--- config.mk ---
export PLATFORM = sky130hd
export DESIGN_NAME = thp_dev_flat
export DESIGN_NICKNAME = d
export VERILOG_FILES = /design/src/hdl/thp_pkg.sv /design/src/hdl/thp_if.sv /design/src/hdl/thp_dev.sv /design/src/hdl/thp_sync.sv /design/src/flat_wrapper.sv
export SDC_FILE = /design/constraint.sdc
export NUM_CORES = 1
export LEC_CHECK = 0
export ABC_AREA = 1
export BUFFER_PORTS_ARGS = -buffer_cell sky130_fd_sc_hd__clkbuf_2
export CAP_MARGIN = 20
export CORE_MARGIN = 3
export CORE_UTILIZATION = 30
export DETAILED_ROUTE_END_ITERATION = 8
export PLACE_DENSITY_LB_ADDON = 0.08
export SETUP_SLACK_MARGIN = 0.02
export SLEW_MARGIN = 20
export SYNTH_ARGS = -nofsm -noshare
export SYNTH_HDL_FRONTEND = slang
export SYNTH_SLANG_ARGS = --single-unit
--- constraint.sdc ---
create_clock -name sys_clk -period 20.2 [get_ports sys_clk]
set_input_delay 5.05 -clock sys_clk [delete_from_list [all_inputs] [get_ports sys_clk]]
set_output_delay 5.05 -clock sys_clk [all_outputs]
set_load 0.01 [all_outputs]
--- src/hdl/thp_pkg.sv ---
package thp_pkg;
  localparam int unsigned DATA_W       = 16;
  localparam int unsigned ADDR_W       = 14;
  localparam int unsigned NUM_STREAMS  = 16;
  localparam int unsigned NUM_HIZ      = 8;
  localparam int unsigned CLK_MHZ      = 100;
  localparam int unsigned RST_MIN_NS   = 1000;
  localparam int unsigned RST_CYC      = (RST_MIN_NS * CLK_MHZ + 999) / 1000 + 1;
  localparam int unsigned WAKE_US      = 600;
  localparam int unsigned WAKE_CYC     = WAKE_US * CLK_MHZ;
  localparam int unsigned MEM_DEPTH    = 16;
  localparam int unsigned MEM_IDX_W    = 4;
  localparam int unsigned ACK_CYC      = 2;
  localparam int unsigned CTRL_ADDR    = 14'h0000;
  localparam int unsigned STBY_BIT     = 2;
  localparam logic [15:0] CTRL_RESET   = 16'h0000;
  localparam logic [15:0] MEM_RESET    = 16'h0000;
  localparam int unsigned TIMER_W      = 20;
  localparam int unsigned CNT_W        = 4;
endpackage

--- src/hdl/thp_if.sv ---
`timescale 1ns/10ps
interface thp_if;
  logic [13:0] addr;
  logic [15:0] data_from_host;
  logic        data_from_host_oe;
  logic [15:0] data_from_dev;
  logic        data_from_dev_oe;
  logic        cs_n;
  logic        strobe_or_read;
  logic        dir_or_write_strobe;
  logic        bus_style_select;
  logic        transfer_ack;
  logic        transfer_ack_oe;
  logic        rst_n;
  logic        output_drive_enable_pin;

  modport dev (
    input  addr,
    input  data_from_host,
    input  cs_n,
    input  strobe_or_read,
    input  dir_or_write_strobe,
    input  bus_style_select,
    input  rst_n,
    input  output_drive_enable_pin,
    output data_from_dev,
    output data_from_dev_oe,
    output transfer_ack,
    output transfer_ack_oe
  );

  modport host (
    output addr,
    output data_from_host,
    output data_from_host_oe,
    output cs_n,
    output strobe_or_read,
    output dir_or_write_strobe,
    output bus_style_select,
    output rst_n,
    output output_drive_enable_pin,
    input  data_from_dev,
    input  data_from_dev_oe,
    input  transfer_ack,
    input  transfer_ack_oe
  );
endinterface

--- src/hdl/thp_dev.sv ---
`timescale 1ns/10ps
module thp_dev (
  input  wire logic        sys_clk,
  input  wire logic        sys_rst,
  thp_if.dev               bus,
  input  wire logic [15:0] stream_active,
  output logic      [15:0] stream_oe,
  output logic      [7:0]  ext_hiz_ctrl,
  output logic             output_standby_bit
);
  // ---------------------------------------------------------------
  // Pin synchronisers
  // ---------------------------------------------------------------
  logic [35:0] pin_async;
  logic [35:0] pin_sync;
  logic        s_cs_n;
  logic        s_strobe;
  logic        s_dir;
  logic        s_style;
  logic        s_ode_n;
  logic        s_rst_n;

  // Pull-ups: style and ode default high when floating
  assign pin_async = {bus.cs_n, bus.strobe_or_read, bus.dir_or_write_strobe,
                      bus.bus_style_select, ~bus.output_drive_enable_pin,
                      bus.rst_n, bus.addr, bus.data_from_host};

  thp_sync #(.W(36)) u_sync (
    .sys_clk  (sys_clk),
    .sys_rst  (sys_rst),
    .async_in (pin_async),
    .sync_out (pin_sync)
  );

  assign s_cs_n   = pin_sync[35];
  assign s_strobe = pin_sync[34];
  assign s_dir    = pin_sync[33];
  assign s_style  = pin_sync[32];
  assign s_ode_n  = pin_sync[31];
  assign s_rst_n  = pin_sync[30];

  // Address and data share the sync; host sets them a cycle before the strobe
  logic [13:0] addr_q;
  logic [15:0] wdata_q;
  assign addr_q  = pin_sync[29:16];
  assign wdata_q = pin_sync[15:0];

  // ---------------------------------------------------------------
  // Reset and access decode
  // ---------------------------------------------------------------
  logic dev_rst;
  logic sel;
  logic rd_req;
  logic wr_req;
  logic req;
  logic is_ctrl;
  logic is_mem;
  logic [3:0] mem_idx;

  assign dev_rst = ~s_rst_n;
  assign sel     = ~s_cs_n;
  // Data-strobe: strobe low with select, level gives direction
  // Separate: each strobe low names its own access
  assign rd_req  = sel & (s_style ? (~s_strobe & s_dir)
                                  : ~s_strobe);
  assign wr_req  = sel & (s_style ? (~s_strobe & ~s_dir)
                                  : (~s_dir & s_strobe));
  assign req     = rd_req | wr_req;
  assign is_ctrl = (addr_q == 14'(thp_pkg::CTRL_ADDR));
  assign is_mem  = (addr_q[13:thp_pkg::MEM_IDX_W] == 10'h001);
  assign mem_idx = addr_q[thp_pkg::MEM_IDX_W-1:0];

  // ---------------------------------------------------------------
  // Access sequencer
  // ---------------------------------------------------------------
  typedef enum logic [1:0] {
    ST_IDLE = 2'b00,
    ST_WAIT = 2'b01,
    ST_DONE = 2'b10
  } thp_state_t;

  thp_state_t state;
  thp_state_t next_state;
  logic [3:0] cnt;
  logic [3:0] next_cnt;
  logic       do_write;
  logic       done;

  always_comb begin
    next_state = state;
    next_cnt   = cnt;
    unique case (state)
      ST_IDLE: begin
        next_cnt = 4'h0;
        if (req) begin
          next_state = ST_WAIT;
        end
      end
      ST_WAIT: begin
        next_cnt = cnt + 4'h1;
        if (!req) begin
          next_state = ST_IDLE;
        end else if (cnt == 4'(thp_pkg::ACK_CYC - 1)) begin
          next_state = ST_DONE;
        end
      end
      ST_DONE: begin
        // Holds until the strobe is withdrawn; one access per strobe
        if (!req) begin
          next_state = ST_IDLE;
        end
      end
      default: begin
        next_state = ST_IDLE;
      end
    endcase
  end

  assign do_write = (state == ST_WAIT) && (next_state == ST_DONE) && wr_req;
  assign done     = (state == ST_DONE);

  always_ff @(posedge sys_clk or posedge sys_rst) begin
    if (sys_rst) begin
      state <= ST_IDLE;
      cnt   <= 4'h0;
    end else if (dev_rst) begin
      state <= ST_IDLE;
      cnt   <= 4'h0;
    end else begin
      state <= next_state;
      cnt   <= next_cnt;
    end
  end

  // ---------------------------------------------------------------
  // Control word and small memory
  // ---------------------------------------------------------------
  logic [15:0] ctrl;
  logic [15:0] mem [thp_pkg::MEM_DEPTH];
  logic [15:0] rd_mux;

  always_ff @(posedge sys_clk or posedge sys_rst) begin
    if (sys_rst) begin
      ctrl <= thp_pkg::CTRL_RESET;
    end else if (dev_rst) begin
      ctrl <= thp_pkg::CTRL_RESET;
    end else if (do_write && is_ctrl) begin
      ctrl <= wdata_q;
    end
  end

  for (genvar i = 0; i < thp_pkg::MEM_DEPTH; i++) begin : g_mem
    always_ff @(posedge sys_clk or posedge sys_rst) begin
      if (sys_rst) begin
        mem[i] <= thp_pkg::MEM_RESET;
      end else if (dev_rst) begin
        mem[i] <= thp_pkg::MEM_RESET;
      end else if (do_write && is_mem && (mem_idx == 4'(i))) begin
        mem[i] <= wdata_q;
      end
    end
  end

  // Unmapped addresses read zero
  assign rd_mux = is_ctrl ? ctrl : (is_mem ? mem[mem_idx] : 16'h0000);
  assign output_standby_bit = ctrl[thp_pkg::STBY_BIT];

  // ---------------------------------------------------------------
  // Host bus drive
  // ---------------------------------------------------------------
  logic [15:0] rdata;
  logic        rd_oe;
  logic        ack;

  always_ff @(posedge sys_clk or posedge sys_rst) begin
    if (sys_rst) begin
      rdata <= 16'h0000;
      rd_oe <= 1'b0;
      ack   <= 1'b0;
    end else begin
      rdata <= (next_state == ST_DONE) ? rd_mux : rdata;
      rd_oe <= rd_req & ~dev_rst;
      // Data-strobe style: low means done; separate style: rising edge
      ack   <= s_style ? ~(next_state == ST_DONE)
                       : (next_state == ST_DONE);
    end
  end

  // Released while deselected; external pull keeps the idle level
  assign bus.data_from_dev    = rdata;
  assign bus.data_from_dev_oe = rd_oe & sel;
  assign bus.transfer_ack     = ack;
  assign bus.transfer_ack_oe  = sel & ~dev_rst;

  // ---------------------------------------------------------------
  // Stream and hiz control
  // ---------------------------------------------------------------
  logic out_en;
  logic hiz_en;

  assign out_en = ~s_ode_n & ~dev_rst;
  assign hiz_en = out_en & output_standby_bit;

  always_ff @(posedge sys_clk or posedge sys_rst) begin
    if (sys_rst) begin
      stream_oe    <= 16'h0000;
      ext_hiz_ctrl <= 8'hff;
    end else begin
      // Standby bit gates the streams as well as the hiz controls
      stream_oe    <= hiz_en ? stream_active : 16'h0000;
      // Only streams 0-7 have a companion; high = channel idle
      ext_hiz_ctrl <= hiz_en ? ~stream_active[7:0] : 8'hff;
    end
  end
endmodule

--- src/hdl/thp_sync.sv ---
`timescale 1ns/10ps
// Two-stage synchroniser, one per bit
module thp_sync #(
  parameter int unsigned W = 1
) (
  input  wire logic         sys_clk,
  input  wire logic         sys_rst,
  input  wire logic [W-1:0] async_in,
  output logic      [W-1:0] sync_out
);
  logic [W-1:0] meta;

  for (genvar i = 0; i < W; i++) begin : g_bit
    always_ff @(posedge sys_clk or posedge sys_rst) begin
      if (sys_rst) begin
        meta[i]     <= 1'b0;
        sync_out[i] <= 1'b0;
      end else begin
        meta[i]     <= async_in[i];
        sync_out[i] <= meta[i];
      end
    end
  end
endmodule

--- src/flat_wrapper.sv ---
// flat-port wrapper written by rule: the top's interface ports become plain ports
module thp_dev_flat 
  (sys_clk, sys_rst, stream_active, stream_oe, ext_hiz_ctrl, output_standby_bit, bus_addr, bus_data_from_host, bus_cs_n, bus_strobe_or_read, bus_dir_or_write_strobe, bus_bus_style_select, bus_rst_n, bus_output_drive_enable_pin, bus_data_from_dev, bus_data_from_dev_oe, bus_transfer_ack, bus_transfer_ack_oe);
  thp_if bus_i ();
  input  wire logic sys_clk;
  input  wire logic sys_rst;
  input  wire logic [15:0] stream_active;
  output logic      [15:0] stream_oe;
  output logic      [7:0] ext_hiz_ctrl;
  output logic output_standby_bit;
  input wire logic [$bits(bus_i.addr)-1:0] bus_addr;
  input wire logic [$bits(bus_i.data_from_host)-1:0] bus_data_from_host;
  input wire logic [$bits(bus_i.cs_n)-1:0] bus_cs_n;
  input wire logic [$bits(bus_i.strobe_or_read)-1:0] bus_strobe_or_read;
  input wire logic [$bits(bus_i.dir_or_write_strobe)-1:0] bus_dir_or_write_strobe;
  input wire logic [$bits(bus_i.bus_style_select)-1:0] bus_bus_style_select;
  input wire logic [$bits(bus_i.rst_n)-1:0] bus_rst_n;
  input wire logic [$bits(bus_i.output_drive_enable_pin)-1:0] bus_output_drive_enable_pin;
  output wire logic [$bits(bus_i.data_from_dev)-1:0] bus_data_from_dev;
  output wire logic [$bits(bus_i.data_from_dev_oe)-1:0] bus_data_from_dev_oe;
  output wire logic [$bits(bus_i.transfer_ack)-1:0] bus_transfer_ack;
  output wire logic [$bits(bus_i.transfer_ack_oe)-1:0] bus_transfer_ack_oe;
  assign bus_i.addr = bus_addr;
  assign bus_i.data_from_host = bus_data_from_host;
  assign bus_i.cs_n = bus_cs_n;
  assign bus_i.strobe_or_read = bus_strobe_or_read;
  assign bus_i.dir_or_write_strobe = bus_dir_or_write_strobe;
  assign bus_i.bus_style_select = bus_bus_style_select;
  assign bus_i.rst_n = bus_rst_n;
  assign bus_i.output_drive_enable_pin = bus_output_drive_enable_pin;
  assign bus_data_from_dev = bus_i.data_from_dev;
  assign bus_data_from_dev_oe = bus_i.data_from_dev_oe;
  assign bus_transfer_ack = bus_i.transfer_ack;
  assign bus_transfer_ack_oe = bus_i.transfer_ack_oe;
  thp_dev u_core (.sys_clk(sys_clk), .sys_rst(sys_rst), .bus(bus_i), .stream_active(stream_active), .stream_oe(stream_oe), .ext_hiz_ctrl(ext_hiz_ctrl), .output_standby_bit(output_standby_bit));
endmodule
* Yosys cells after proc, flatten, opt, wreduce, memory -nomap -nowiden
Cells that the tools add are included.
** Storage, ports and cells
- Input port bits :: 54
- Register bits :: 392
- Bits in latches :: 0
- Logic and storage cells :: 230
- Memories kept :: 0
- Bits in read-only memories :: 0
- Bits in writable memories :: 0
- Output and inout port bits :: 44
** Operators by class
- $lt $le $gt $ge :: 1
- Reductions and logical operators :: 23
- Equal/unequal tests :: 38
- Add/sub/neg operators :: 1
- Multiply operators :: 0
- Div/mod/pow operators :: 0
- Bitwise logic cells :: 19
- Multiplexer cells :: 52
- Shift-type cells :: 0
** Operators with widths (count)
- 16-bit two-way mux :: 39
- 16-bit binary-select mux with 4-bit select :: 1
- 2-bit by 1-bit != test with 1-bit output, second input constant :: 17
- 4-bit equality test, second input constant :: 8
- 1-bit logical AND :: 20
- 4-bit by 3-bit equality test with 1-bit output, second input constant :: 4
- 14-bit logical NOT :: 1
- 1-bit bitwise AND :: 10
- 10-bit by 1-bit equality test with 1-bit output, second input constant :: 1
- 2-bit two-way mux :: 5
- 4-bit by 1-bit equality test with 1-bit output, second input constant :: 2
- 4-bit by 2-bit equality test with 1-bit output, second input constant :: 2
- 8-bit two-way mux :: 1
- 8-bit inverter :: 1
- 4-bit one-hot mux with 2 select lines :: 1
- 1-bit inverter :: 6
- 2-bit one-hot mux with 3 select lines :: 1
- 5-bit greater-or-equal comparator, second input constant :: 1
- 4-bit inverter with 5-bit output :: 1
- 4-bit by 1-bit adder with 4-bit output, second input constant :: 1
- 2-bit equality test, second input constant :: 2
- 4-bit logical NOT :: 1
- 4-bit two-way mux :: 1
- 1-bit two-way mux :: 3
- 4 further kinds :: 4

* Depth between registers and ports, before layout
- Word-level depth :: 14
- Gate-level depth with buffers :: 11
- Gate-level depth less buffers :: 9

* By module
Synthesis repeated with hierarchy kept, for this count alone.
** Second synthesis, totals
- Cell total of the unflattened synthesis :: 2019
- Area total of the unflattened synthesis :: 17071.4 µm²
** Modules (own cells, without submodules)
- thp_dev :: seq. area each 8017.7 µm², instances 1, cells an instance 1946, area each 15265.9 µm²
- thp_sync :: seq. area each 1801.7 µm², instances 1, cells an instance 73, area each 1805.5 µm²

* Worst setup path after synthesis
No wires, ideal clock.
- Path type :: register -> output
- Start point :: reg u_core.u_sync.sync_out[30]
- End point :: out bus_transfer_ack_oe
- Path slack :: 14.379 ns
- Stages on the path, launching flop included :: 4
- Data required time :: 15.150 ns
- Arrival time :: 0.771 ns
- Cell sequence :: dfrtp_1 > buf_2 > inv_1 > nor2_1
** On the way
- Cells in the longest elaborated chain, start to end :: 1
** RTL lines
- start, declared :: line thp_sync.sv:9 : output logic [W-1:0] sync_out
- start signal, assigned by index :: line thp_sync.sv:20 : sync_out[i] <= meta[i];
- 1-bit bitwise AND :: line thp_dev.sv:193 : assign bus.transfer_ack_oe = sel & ~dev_rst;
- end, declared :: line flat_wrapper.sv:22 : output wire logic [$bits(bus_i.transfer_ack_oe)-1:0] bus_transfer_ack_oe;
No other way between the ends.

* Worst setup path in the final report
Same ends and word-level chain as after synthesis.

==> out/summary.txt <==
Length of the first detailed-routing pass in iterations -> 5
Main area contributors after synthesis -> sky130_fd_sc_hd__dfrtp_1, sky130_fd_sc_hd__nand2_1, sky130_fd_sc_hd__o21ai_1, sky130_fd_sc_hd__o21ai_0, sky130_fd_sc_hd__inv_1
Primary flip-flop cell chosen by synthesis mapping -> sky130_fd_sc_hd__dfrtp_1
GR Overflow Total -> 0
TritonCTS clock tree -> built
Minimum clock period -> 6389 ps
Clock root buffer -> sky130_fd_sc_hd__clkbuf_16
Buf+Inv Stages, Crit Path -> 2
Lkg Pwr -> 9.633 nW
Vias per Instance -> 4.454
Data required time at the worst endpoint -> 15150 ps
Synthesized area per cell -> 8.359 um^2
Iteration-0 DRC count of the detailed router -> 940
Number of H-tree branching levels -> 2
Worst setup path startpoint -> u_core.u_sync.sync_out[30]$_DFF_PP0_
Crit-path slowest cell -> sky130_fd_sc_hd__dfrtp_1
Ports -> 98
RSZ-0062 raised after global routing -> false
Measured slew at the worst slew-check pin -> 1026 ps
Most used standard cells in the synthesized netlist -> sky130_fd_sc_hd__nand2_1, sky130_fd_sc_hd__dfrtp_1, sky130_fd_sc_hd__o21ai_1
Top delay family on crit path -> flip-flops
Number of filler instances in the final layout -> 5980
Largest buffer count on any clock path -> 3
Hold Vio Cnt, Final -> 0
Vias in the first global route -> 12670
Global-route wire length before repair -> 76730 um
Startpoint type of the worst setup path -> register
Core Util, Final -> 34.65%
Routed length on met1 -> 23490 um
Die width -> 243.7 um
Area of the mapped netlist -> 0.01695 mm^2
Number of synthesized flops with an enable pin -> 0
Dpl hpwl -> 28610 um
Most frequently used cell type in the post-synthesis netlist -> sky130_fd_sc_hd__nand2_1
Standard cell core area -> 0.05552 mm^2
Total CTS buffers -> 46
Endpoint class of the critical path -> primary output
Status -> finished, final reports clean
Fin crit share -> 31.63%
Distinct cells, synth -> 31
Share of layout cells above drive strength 1 -> 11.78%
CTS Hold Bufs -> 0
Via count of the routed design -> 12673
Share of async-settable or async-resettable flops after synthesis -> 100.0%
Worst VDD drop -> 0.05761 mV
Start point of the worst hold path -> u_core.u_sync.meta[22]$_DFF_PP0_
Finish-stage setup viols -> 0
Total area of multi-input combinational cells -> 0.005818 mm^2
Top-area cell type share of the netlist area -> 56.68%
Normalized max-slew margin -> 31.18%
GRT Util Overall -> 16.59%
Flip-flop and latch area -> 0.009824 mm^2
Area overhead of the layout relative to synthesis -> 13.49%
Syn_nets -> 2084
Clock latency on the worst-skew pair -> 580 ps
Starting density of the core -> 30.53%
Std cell rows -> 86
Average detailed-routed wire length per instance -> 17.06 um
Routed wl met3 -> 1670 um
R2r startpoint -> u_core.u_sync.sync_out[16]$_DFF_PP0_
Setup Skew -> 15.30 ps
Antenna violations before repair -> 0
Instance count of the mapped netlist -> 2028
Post-synthesis register bit count -> 392
Placer's final routability congestion estimate -> 0.7617
Classification of the worst setup path -> register to primary output
Post-CTS repair timing setup buffer count -> 0
Post-detailed-routing wire length -> 48540 um
Cell breakdown of the critical path -> inv_1 > nor2_1 > clkbuf_2
Pin count of the biggest net entering global routing -> 151
Routed length on met2 -> 22580 um
Residual DRC -> 0
Overall power consumption -> 1.863 mW
Highest net fanout along the worst path -> 5
Arrival time reported for the critical path endpoint -> 1340 ps
Overall die area -> 0.05940 mm^2
Pwr dens -> 96.82 mW/mm^2
Highest metal layer with signal wires -> met4
Gates resized, CTS repair -> 0
Fraction of the yosys area taken by sequential cells -> 57.92%
Net total in the final layout -> 2118
Total negative slack for setup checks -> 0 ps
Height of the chip -> 243.7 um
Total clock sinks -> 392
Antenna violation net count after detailed routing -> 0
Clock transition at the register clock pins on the worst setup and hold paths after CTS -> 60 ps
Final Slew Violations -> 0
PortBufs -> 97
Stage delay of the slowest cell on the critical path -> 380 ps
Cell taking the most area after synthesis -> sky130_fd_sc_hd__dfrtp_1
Number of maximum-capacitance violations -> 0
Diode count -> 0
Achievable clock frequency -> 156.5 MHz
Min-Delay Path Class -> register to register
Number of synthesis warnings -> 0
[metrics by stage]
stage                     std cells  area, um^2  hold slack (ps)  setup slack (ps)
after global placement         2762       17740            331.6             13350
after detailed placement       2762       17740            334.7             13310
after floorplan                2028       16950            331.2              4266
after global routing           2845       19240            352.5             13710
final                          2845       19240            339.5             13810
after CTS                      2845       19240            346.9             13760
[final cells by class]
type / count / share of cell area, %
clock buffer: 64 / 6.906
clock inverter: 19 / 0.8649
inverter: 148 / 2.926
multi-input combinational: 1363 / 30.24
sequential: 392 / 51.06
tap: 748 / 4.864
timing repair buffer: 111 / 3.135
[registers in the layout, indices dropped and copies added (netlist names)]
register,count
u_core.bus.transfer_ack,1
u_core.cnt,4
u_core.bus.data_from_dev,16
u_core.mem,256
u_core.ctrl,16
u_core.u_sync.sync_out,36
u_core.state,2
u_core.rd_oe,1
u_core.stream_oe,16
u_core.u_sync.meta,36
u_core.ext_hiz_ctrl,8
[worst reg2reg max path: stages (launching register included)]
cell and delay (ps):
sky130_fd_sc_hd__dfrtp_4 620, sky130_fd_sc_hd__inv_2 580, sky130_fd_sc_hd__buf_4 680, sky130_fd_sc_hd__nand2_1 240
sky130_fd_sc_hd__nor2_1 150, sky130_fd_sc_hd__nand3_1 80, sky130_fd_sc_hd__nand2_1 110, sky130_fd_sc_hd__clkinv_1 770
sky130_fd_sc_hd__o21ai_0 470
[cell families after synthesis]
family                   after synthesis  share of synthesized area (%)
AO/OA/AOI/OAI                        378                          11.37
XOR/XNOR                               3                         0.1550
adder cells (fa/ha/maj)                2                         0.1476
buffers and inverters                273                          7.757
flip-flops                           392                          57.92
AND/OR/NAND/NOR                      980                          22.65
[metal layers]
layer  global-route usage [%]  vias up
met4                    3.704        0
li1                         -     6379
met3                    2.454       53
met2                    26.74      191
met1                    23.65     6050
met5                        0        -
[power by group]
| group | leakage (nW) | total (mW) | switching (mW) | internal [mW] |
|---|---|---|---|---|
| sequential | 5.01 | 0.869 | 0.0273 | 0.841 |
| combinational | 3.88 | 0.171 | 0.123 | 0.0487 |
| clock | 0.749 | 0.823 | 0.338 | 0.485 |
| total | 9.63 | 1.86 | 0.488 | 1.37 |
[layout by cell type, fill, tap and decap left out, types with 2 or more instances in the layout]
cell / count
sky130_fd_sc_hd__ha_1: 2
sky130_fd_sc_hd__clkinv_2: 13
sky130_fd_sc_hd__xor2_1: 2
sky130_fd_sc_hd__nand2_2: 5
sky130_fd_sc_hd__clkbuf_1: 7
sky130_fd_sc_hd__dfstp_2: 8
sky130_fd_sc_hd__nor2_4: 5
sky130_fd_sc_hd__bufinv_16: 2
sky130_fd_sc_hd__nand4_2: 2
sky130_fd_sc_hd__a21oi_1: 17
sky130_fd_sc_hd__inv_2: 18
sky130_fd_sc_hd__nor2_1: 45
sky130_fd_sc_hd__inv_1: 127
sky130_fd_sc_hd__nor2_2: 2
sky130_fd_sc_hd__nand2_1: 896
sky130_fd_sc_hd__buf_4: 13
sky130_fd_sc_hd__dfrtp_1: 382
sky130_fd_sc_hd__clkbuf_16: 46
sky130_fd_sc_hd__nand3_2: 7
sky130_fd_sc_hd__nand3_1: 13
sky130_fd_sc_hd__nor3_1: 2
sky130_fd_sc_hd__clkbuf_8: 11
sky130_fd_sc_hd__clkbuf_2: 97
sky130_fd_sc_hd__o21ai_0: 110
sky130_fd_sc_hd__clkinv_1: 2
sky130_fd_sc_hd__o21ai_1: 241
sky130_fd_sc_hd__inv_6: 2
sky130_fd_sc_hd__o21ai_2: 7
[path summary, 6_finish.rpt]
path	to	slack [ps]	depth (start not counted)
worst min register to register	u_core.u_sync.sync_out[22]$_DFF_PP0_	340	0
worst max-delay path	bus_transfer_ack_oe	13810	3
min in group asynchronous	u_core.u_sync.meta[8]$_DFF_PP0_	4650	2
worst max register to register	u_core.mem[16]$_DFFE_PP0P_	16390	8
max in group asynchronous	u_core.mem[129]$_DFFE_PP0P_	14070	3
worst min-delay path	u_core.u_sync.sync_out[22]$_DFF_PP0_	340	0
Power figures use the tool's default switching activity.
